<file path="src/vtlb_pkg.sv">
// constants, types and the decode function shared by the video timing input block
// What this block does
// - external timing plus processing enable: frame blank high sets every vertical flag
// - frame blank is ignored whenever embedded timing is selected
// - external timing plus processing enable: line blank high sets every horizontal flag
// - line blank style is a host-writable configuration register bit
// - lower bus bit nine is most significant, bit zero least
// - 20-bit, video processing on, async serial off: lower bus carries chroma
// - 20-bit, video processing off, async serial off: lower bus passes raw
// - 10-bit mode at either rate: lower bus unused, inputs high impedance
// - 20-bit with async serial mode: lower bus unused, high impedance
// - embedded timing deselected: flywheel locks to external timing inputs
// - external timing plus processing enable: field input high sets field flag
package vtlb_pkg;
  localparam int LANE_W = 10;
  localparam int CTRL_W = 6;
  localparam int ADDR_W = 8;
  localparam int DATA_W = 32;
  localparam int BUF_DEPTH = 2;
  // register offsets
  localparam logic [7:0] REG_CFG = 8'h00;
  localparam logic [7:0] REG_STATUS = 8'h04;
  localparam logic [7:0] REG_COUNT = 8'h08;
  // field positions and reset values
  localparam int CFG_STYLE_BIT = 0;
  localparam logic CFG_STYLE_RESET = 1'h0;
  localparam int STAT_CTRL_LSB = 0;
  localparam int STAT_MODE_LSB = 6;
  localparam int STAT_VALID_BIT = 9;
  localparam int STAT_READY_BIT = 10;
  localparam logic [31:0] COUNT_ONE = 32'h0000_0001;

  // lower bus use, one-hot
  typedef enum logic [2:0] {
    VTLB_LB_UNUSED = 3'b001,
    VTLB_LB_CHROMA = 3'b010,
    VTLB_LB_RAW = 3'b100
  } vtlb_lb_mode_t;

  // mode pins; rate high means standard definition, width high means 20-bit
  typedef struct packed {
    logic embedded_timing_select;
    logic processing_enable;
    logic rate_select;
    logic bus_width_select;
    logic video_processing_select;
    logic async_serial_mode;
  } vtlb_ctrl_t;

  // one sampled pixel word with its timing flags
  typedef struct packed {
    logic [LANE_W-1:0] upper;
    logic [LANE_W-1:0] lower;
    vtlb_lb_mode_t lb_mode;
    logic v_flag;
    logic h_flag;
    logic f_flag;
    logic ext_timing;
    logic blank_style;
  } vtlb_word_t;

  // whole register state of the top module
  typedef struct packed {
    logic style;
    vtlb_lb_mode_t lb_mode;
    logic lb_en;
    logic ext;
    logic [DATA_W-1:0] rdata;
    logic [DATA_W-1:0] words;
  } vtlb_state_t;

  // which way the lower bus is used for a given mode
  function automatic vtlb_lb_mode_t vtlb_lb_decode(input vtlb_ctrl_t c);
    vtlb_lb_mode_t m;
    m = VTLB_LB_UNUSED;
    if (c.bus_width_select && !c.async_serial_mode) begin
      m = c.video_processing_select ? VTLB_LB_CHROMA : VTLB_LB_RAW;
    end
    return m;
  endfunction : vtlb_lb_decode
endpackage : vtlb_pkg

</file>
<file path="src/vtlb_fifo.sv">
// small shift buffer whose head entry and flags all come from flip-flops
`timescale 1ns/1ps
module vtlb_fifo #(
  parameter int WIDTH = 28,
  parameter int DEPTH = 2
) (
  // clock and reset
  input wire logic ref_clk_i,
  input wire logic reset_i,
  // filling side
  input wire logic in_valid_i,
  input wire logic [WIDTH-1:0] in_data_i,
  output logic in_ready_o,
  // draining side
  output logic out_valid_o,
  output logic [WIDTH-1:0] out_data_o,
  input wire logic out_ready_i
);
  localparam int CW = $clog2(DEPTH + 1);
  localparam logic [CW-1:0] FULL = CW'(DEPTH);

  typedef struct packed {
    logic [CW-1:0] cnt;
    logic ready;
    logic valid;
  } vtlb_fifo_st_t;

  vtlb_fifo_st_t st_q;
  vtlb_fifo_st_t st_d;
  logic [WIDTH-1:0] mem_q [DEPTH];
  logic push;
  logic pop;

  if (DEPTH < 2) begin : g_chk
    $error("vtlb_fifo needs two entries or more");
  end

  assign push = in_valid_i && st_q.ready;
  assign pop = st_q.valid && out_ready_i;

  // flags are computed ahead so the ports come straight from flops
  always_comb begin
    st_d.cnt = st_q.cnt + CW'(push) - CW'(pop);
    st_d.ready = (st_d.cnt != FULL);
    st_d.valid = (st_d.cnt != '0);
  end

  always_ff @(posedge ref_clk_i) begin
    if (reset_i) begin
      st_q <= '{cnt: '0, ready: 1'b1, valid: 1'b0};
    end else begin
      st_q <= st_d;
    end
  end

  // entry 0 is the head; a pop shifts everyone down by one
  for (genvar i = 0; i < DEPTH; i++) begin : g_ent
    always_ff @(posedge ref_clk_i) begin
      if (push && (CW'(i) == (pop ? st_q.cnt - CW'(1) : st_q.cnt))) begin
        mem_q[i] <= in_data_i;
      end else if (pop) begin
        mem_q[i] <= (i < DEPTH - 1) ? mem_q[(i < DEPTH - 1) ? i + 1 : i] : mem_q[i];
      end
    end
  end

  assign in_ready_o = st_q.ready;
  assign out_valid_o = st_q.valid;
  assign out_data_o = mem_q[0];
endmodule : vtlb_fifo

</file>
<file path="src/vtlb_sync.sv">
// three-stage pin synchroniser that accepts a change once stages two and three agree
`timescale 1ns/1ps
module vtlb_sync #(
  parameter int WIDTH = 6
) (
  // clock and reset
  input wire logic ref_clk_i,
  input wire logic reset_i,
  // pins in, settled levels out
  input wire logic [WIDTH-1:0] pin_i,
  output logic [WIDTH-1:0] level_o
);
  typedef struct packed {
    logic [WIDTH-1:0] s1;
    logic [WIDTH-1:0] s2;
    logic [WIDTH-1:0] s3;
    logic [WIDTH-1:0] lvl;
  } vtlb_sync_st_t;

  vtlb_sync_st_t st_q;
  vtlb_sync_st_t st_d;

  if (WIDTH < 1) begin : g_chk
    $error("vtlb_sync needs at least one bit");
  end

  // stage one feeds stage two only; filter looks at two and three
  always_comb begin
    st_d = st_q;
    st_d.s1 = pin_i;
    st_d.s2 = st_q.s1;
    st_d.s3 = st_q.s2;
    for (int i = 0; i < WIDTH; i++) begin
      if (st_q.s2[i] == st_q.s3[i]) begin
        st_d.lvl[i] = st_q.s3[i];
      end
    end
  end

  always_ff @(posedge ref_clk_i) begin
    if (reset_i) begin
      st_q <= '0;
    end else begin
      st_q <= st_d;
    end
  end

  assign level_o = st_q.lvl;
endmodule : vtlb_sync

</file>
<file path="src/vtlb_top.sv">
// video timing flag insertion and lower data bus steering behind the parallel input port
`timescale 1ns/1ps
module vtlb_top (
  // clock and reset
  input wire logic ref_clk_i,
  input wire logic reset_i,
  // mode pins, not synchronous to the parallel clock
  input wire logic embedded_timing_select_i,
  input wire logic processing_enable_i,
  input wire logic rate_select_i,
  input wire logic bus_width_select_i,
  input wire logic video_processing_select_i,
  input wire logic async_serial_mode_i,
  // pixel stream from the video source, on the parallel clock
  input wire logic src_valid_i,
  output logic src_ready_o,
  input wire logic frame_blank_i,
  input wire logic line_blank_i,
  input wire logic field_i,
  input wire logic [vtlb_pkg::LANE_W-1:0] upper_bus_i,
  input wire logic [vtlb_pkg::LANE_W-1:0] lower_bus_i,
  // flagged words toward the serializer
  output logic out_valid_o,
  input wire logic out_ready_i,
  output vtlb_pkg::vtlb_word_t out_word_o,
  // mode indications
  output logic lower_bus_enable_o,
  output logic flywheel_external_o,
  // register port
  input wire logic [vtlb_pkg::ADDR_W-1:0] reg_addr_i,
  input wire logic [vtlb_pkg::DATA_W-1:0] reg_wdata_i,
  input wire logic reg_wr_i,
  input wire logic reg_rd_i,
  output logic [vtlb_pkg::DATA_W-1:0] reg_rdata_o
);
  localparam int WORD_W = $bits(vtlb_pkg::vtlb_word_t);

  vtlb_pkg::vtlb_state_t st_q;
  vtlb_pkg::vtlb_state_t st_d;
  vtlb_pkg::vtlb_ctrl_t ctrl_pins;
  vtlb_pkg::vtlb_ctrl_t ctrl;
  vtlb_pkg::vtlb_lb_mode_t lb_dec;
  vtlb_pkg::vtlb_word_t in_word;
  logic ext_active;
  logic fifo_ready;
  logic push;
  logic [WORD_W-1:0] head_bits;

  // mode pins travel through the three-stage filter as one group
  assign ctrl_pins = '{
    embedded_timing_select: embedded_timing_select_i,
    processing_enable: processing_enable_i,
    rate_select: rate_select_i,
    bus_width_select: bus_width_select_i,
    video_processing_select: video_processing_select_i,
    async_serial_mode: async_serial_mode_i
  };

  vtlb_sync #(
    .WIDTH(vtlb_pkg::CTRL_W)
  ) u_sync (
    .ref_clk_i(ref_clk_i),
    .reset_i(reset_i),
    .pin_i(ctrl_pins),
    .level_o(ctrl)
  );

  // external flags count only with embedded timing off and processing on
  assign ext_active = !ctrl.embedded_timing_select && ctrl.processing_enable;
  assign lb_dec = vtlb_pkg::vtlb_lb_decode(ctrl);

  // build the word straight from the pins; the buffer write is the sampling edge
  always_comb begin
    in_word = '0;
    in_word.upper = upper_bus_i;
    in_word.lb_mode = lb_dec;
    in_word.v_flag = ext_active && frame_blank_i;
    in_word.h_flag = ext_active && line_blank_i;
    in_word.f_flag = ext_active && field_i;
    in_word.ext_timing = !ctrl.embedded_timing_select;
    // the style tells the flywheel which blanking convention the source follows
    in_word.blank_style = st_q.style;
    case (lb_dec)
      vtlb_pkg::VTLB_LB_CHROMA: in_word.lower = lower_bus_i;
      vtlb_pkg::VTLB_LB_RAW: in_word.lower = lower_bus_i;
      vtlb_pkg::VTLB_LB_UNUSED: in_word.lower = '0;
      default: in_word.lower = '0;
    endcase
  end

  assign push = src_valid_i && fifo_ready;

  // two entries absorb a receiver stall without dropping a word
  vtlb_fifo #(
    .WIDTH(WORD_W),
    .DEPTH(vtlb_pkg::BUF_DEPTH)
  ) u_fifo (
    .ref_clk_i(ref_clk_i),
    .reset_i(reset_i),
    .in_valid_i(src_valid_i),
    .in_data_i(in_word),
    .in_ready_o(fifo_ready),
    .out_valid_o(out_valid_o),
    .out_data_o(head_bits),
    .out_ready_i(out_ready_i)
  );

  assign out_word_o = vtlb_pkg::vtlb_word_t'(head_bits);
  assign src_ready_o = fifo_ready;

  // next state: mode tracking, register writes, read data and word count
  always_comb begin
    st_d = st_q;
    st_d.lb_mode = lb_dec;
    // unused lower inputs stay disabled, which the pads show as high impedance
    st_d.lb_en = (lb_dec != vtlb_pkg::VTLB_LB_UNUSED);
    st_d.ext = !ctrl.embedded_timing_select;
    st_d.rdata = '0;
    if (push) begin
      st_d.words = st_q.words + vtlb_pkg::COUNT_ONE;
    end
    if (reg_wr_i) begin
      case (reg_addr_i)
        vtlb_pkg::REG_CFG: st_d.style = reg_wdata_i[vtlb_pkg::CFG_STYLE_BIT];
        // a clear landing with a push keeps that push counted
        vtlb_pkg::REG_COUNT: st_d.words = push ? vtlb_pkg::COUNT_ONE : '0;
        default: st_d.style = st_q.style;
      endcase
    end
    if (reg_rd_i) begin
      case (reg_addr_i)
        vtlb_pkg::REG_CFG: st_d.rdata[vtlb_pkg::CFG_STYLE_BIT] = st_q.style;
        vtlb_pkg::REG_STATUS: begin
          st_d.rdata[vtlb_pkg::STAT_CTRL_LSB +: vtlb_pkg::CTRL_W] = ctrl;
          st_d.rdata[vtlb_pkg::STAT_MODE_LSB +: $bits(vtlb_pkg::vtlb_lb_mode_t)] = st_q.lb_mode;
          st_d.rdata[vtlb_pkg::STAT_VALID_BIT] = out_valid_o;
          st_d.rdata[vtlb_pkg::STAT_READY_BIT] = fifo_ready;
        end
        vtlb_pkg::REG_COUNT: st_d.rdata = st_q.words;
        default: st_d.rdata = '0;
      endcase
    end
  end

  // all control state; reset gives style 0, lower bus off, embedded timing
  always_ff @(posedge ref_clk_i) begin
    if (reset_i) begin
      st_q <= '{
        style: vtlb_pkg::CFG_STYLE_RESET,
        lb_mode: vtlb_pkg::VTLB_LB_UNUSED,
        lb_en: 1'b0,
        ext: 1'b0,
        rdata: '0,
        words: '0
      };
    end else begin
      st_q <= st_d;
    end
  end

  assign lower_bus_enable_o = st_q.lb_en;
  assign flywheel_external_o = st_q.ext;
  assign reg_rdata_o = st_q.rdata;
endmodule : vtlb_top
</file>
<file path="config.mk">
export PLATFORM = sky130hd
export DESIGN_NAME = vtlb_top
export DESIGN_NICKNAME = d
export VERILOG_FILES = /design/src/vtlb_pkg.sv /design/src/vtlb_fifo.sv /design/src/vtlb_sync.sv /design/src/vtlb_top.sv
export SDC_FILE = /design/constraint.sdc
export NUM_CORES = 1
export LEC_CHECK = 0
export BUFFER_PORTS_ARGS = -buffer_cell sky130_fd_sc_hd__buf_4
export CORE_ASPECT_RATIO = 2
export CORE_MARGIN = 5
export CORE_UTILIZATION = 32
export DETAILED_ROUTE_END_ITERATION = 7
export SLEW_MARGIN = 10
export SYNTH_ARGS = -nofsm -noshare
export SYNTH_HDL_FRONTEND = slang
export SYNTH_SLANG_ARGS = --single-unit
</file>
<file path="constraint.sdc">
create_clock -name ref_clk_i -period 3.81 [get_ports ref_clk_i]
set_input_delay 0.5715 -clock ref_clk_i [delete_from_list [all_inputs] [get_ports ref_clk_i]]
set_output_delay 0.5715 -clock ref_clk_i [all_outputs]
set_load 0.05 [all_outputs]
</file>
==> impl_metrics.yaml <==
global_route:
  antenna_found_initial: 0
  grt_overflow: 0
  grt_max_degree: 35
  grt_usage_pct: 12.28
  grt_pass1_wl_um: 20590
  grt_pass1_vias: 4106
sta:
  finalWorstSetupSlack_ns: 1.469
  final_hold_viol_count: 0
  timing.final.crit_share_pct: 61.46
  slew_violations: 0
  finalCriticalPeriod_ns: 2.342
  rsz0062_at_grt: "false"
  maxSlewHeadroom_pct: 33.01
  tns_ns: 0
  fmax_mhz: 427.1
  worst_pin_slew_ns: 1.005
  setup_violations: 0
  clock_skew_ns: 0.01630
  hold_slack_ns: 0.3285
routing:
  wire_per_inst_um: 16.07
  drc_errors: 0
  detail-route-antenna-nets: 0
  wirelength_um: 12990
  vias: 3934
  via_per_inst: 4.869
  drt-initial-drc-count: 215
  dr.pass1.iters: 6
synth:
  yosys_warnings: 0
  synth_cells: 499
  synth_edf_count: 56
  ys_seq_area_share_pct: 61.62
  yosysTopAreaCellShare_pct: 33.18
  yosysMostFrequentCell: "dfxtp_1"
  avgSynthCellArea_sq_um: 11.85
  ys_async_sr_fraction_pct: 0
  ys_seq_elements: 154
  syn_area_sq_um: 5913
  yosysTopAreaCell: "dfxtp_1"
  synthFlopType: "dfxtp_1"
  yosys-top-cells-area: "dfxtp_1 (33%), edfxtp_1 (28%), mux2_2 (5.1%)"
  syn_nets: 577
  synth_commonest_cells: "dfxtp_1 (98), edfxtp_1 (56), and2_1 (36)"
  synth.distinct_cells: 41
floorplan:
  row_count: 70
  die_y_um: 202.2
  die_w_um: 106.1
  ios: 139
  die_area_sq_um: 21460
  core_area_sq_um: 18220
  initial_core_util_pct: 32.46
place:
  place_area_sq_um: 6730
  dpl.cell_count: 776
  pre_cts_ws_ns: 1.170
  place_congestion: 0.7611
  io_buffers: 107
  hpwl_um: 9080
critical_path:
  start_kind: "flip-flop"
  crit_required_ns: 4.16
  cp_max_fo: 15
  critPathLaunch: "st_q[0]$_SDFF_PP0_"
  reg2reg_slack_ns: 1.47
  rr_worst_depth: 5
  critPathKind: "reg -> reg"
  r2r_start: "st_q[0]$_SDFF_PP0_"
  r2r_end: "st_q[18]$_SDFF_PP0_"
  arrival_ns: 2.69
  endpoint_kind: "flip-flop"
cts:
  cts_sinks: 154
  insertion_delay_ns: 0.43
  cts_buffers: 17
  cts_root_buf: "clkbuf_16"
  htreeDepth: 4
  postCtsSetupBuffers: 0
  clkTransAtPathRegs_ns: 0.07
  hold_buffers: 0
  cts_resized: 0
  cts_tree: "yes"
  clockBufferDepth: 2
final_layout:
  fin_nets: 657
  area_growth_pct: 23.95
  stdcell_area_sq_um: 7330
  diodes: 0
  stdcell_count: 808
  drive_above_1_share_pct: 30.57
power:
  peakVddDrop_v: 0.0004159
  power.leakage_nw: 2.787
  power_density_nw_per_um2: 677.4
min_path:
  whs_endpoint: "u_fifo.mem_q[1][20]$_DFFE_PP_"
  hp-class: "in -> reg"
  holdCritStartpoint: "upper_bus_i[2]"
  min_path_cells: 1
run:
  max_cap_viol_count: 0
run_status:
  status: "finished clean"
worst max-delay path: stages (launching register included):
cell and delay, ns:
dfxtp_1 0.40, ha_1 0.18, and3_1 0.25, nand4_1 0.53, or4_2 0.73, a21oi_1 0.16
cell type report:
cell class | instances | area (sq um)
multi-input cells | 284 | 1942
clock inverters | 15 | 173.9
inverters | 11 | 41.29
fillers | 1736 | 10890
repair buffers | 111 | 833.3
well taps | 216 | 270.3
flip-flops and latches | 154 | 3643
clock buffers | 17 | 425.4
worst max path at each step:
stage | end
floorplan | u_fifo.mem_q[0][0]$_DFFE_PP_
global placement | reg_rdata_o[10]$_SDFF_PP0_
detailed placement | u_fifo.mem_q[0][4]$_DFFE_PP_
CTS | st_q[18]$_SDFF_PP0_
global route | st_q[18]$_SDFF_PP0_
finish | st_q[18]$_SDFF_PP0_
cell families (layout without fill, tap and decap cells):
family	Yosys count	count (layout)	synth area share, %
adders and majority gates	3	3	0.6349
xor gates and xnor gates	12	12	1.777
buffers and inverters	61	154	6.178
DFF	154	154	61.62
AOI/OAI and AO/OA	72	72	7.491
and+or+nand+nor	167	167	16.65
muxes	30	30	5.650
layer usage:
metal / GRT usage [%] / vias up / share of wire, %
met2: 22.96 / 92 / 55
met4: 6.623 / 0 / 2.9
met3: 2.812 / 23 / 3.6
met5: 0 / - / 0
li1: - / 1925 / -
met1: 12.25 / 1894 / 38
cell usage in the layout, fill, tap and decap left out, types with 11 or more instances in the layout:
| cell | n |
|---|---|
| or4_1 | 12 |
| o31ai_1 | 14 |
| buf_4 | 111 |
| clkbuf_16 | 17 |
| nor2_1 | 19 |
| nand2_1 | 19 |
| dfxtp_1 | 98 |
| edfxtp_1 | 56 |
| nor2b_1 | 22 |
| nand4_1 | 14 |
| a21oi_1 | 30 |
| o21ai_0 | 14 |
| mux2_2 | 27 |
| and2_1 | 36 |
| nand3_1 | 13 |
| inv_1 | 11 |
stage by stage:
stage	power, mW	util, %
2_1_floorplan	2.936	-
3_3_place_gp	3.334	36.94
3_5_place_dp	3.368	36.94
4_1_cts	5.044	40.23
5_1_grt	5.171	40.23
6_report	4.965	40.23
sequential cells by signal, summed over array words and instances (netlist names):
| name | flops |
|---|---|
| flywheel_external_o | 1 |
| in_word | 1 |
| lower_bus_enable_o | 1 |
| reg_rdata_o | 32 |
| st_q | 35 |
| u_fifo.in_ready_o | 1 |
| u_fifo.mem_q | 56 |
| u_fifo.out_valid_o | 1 |
| u_fifo.st_q | 2 |
| u_sync.level_o | 6 |
| u_sync.st_d | 12 |
| u_sync.st_q | 6 |
where the power goes:
group	internal (mW)	switching [mW]	total, mW
Combinational	0.355	0.845	1.20
Clock	0.885	0.773	1.66
Sequential	2.02	0.0908	2.11
Total	3.26	1.71	4.96
Power figures use the tool's default switching activity.
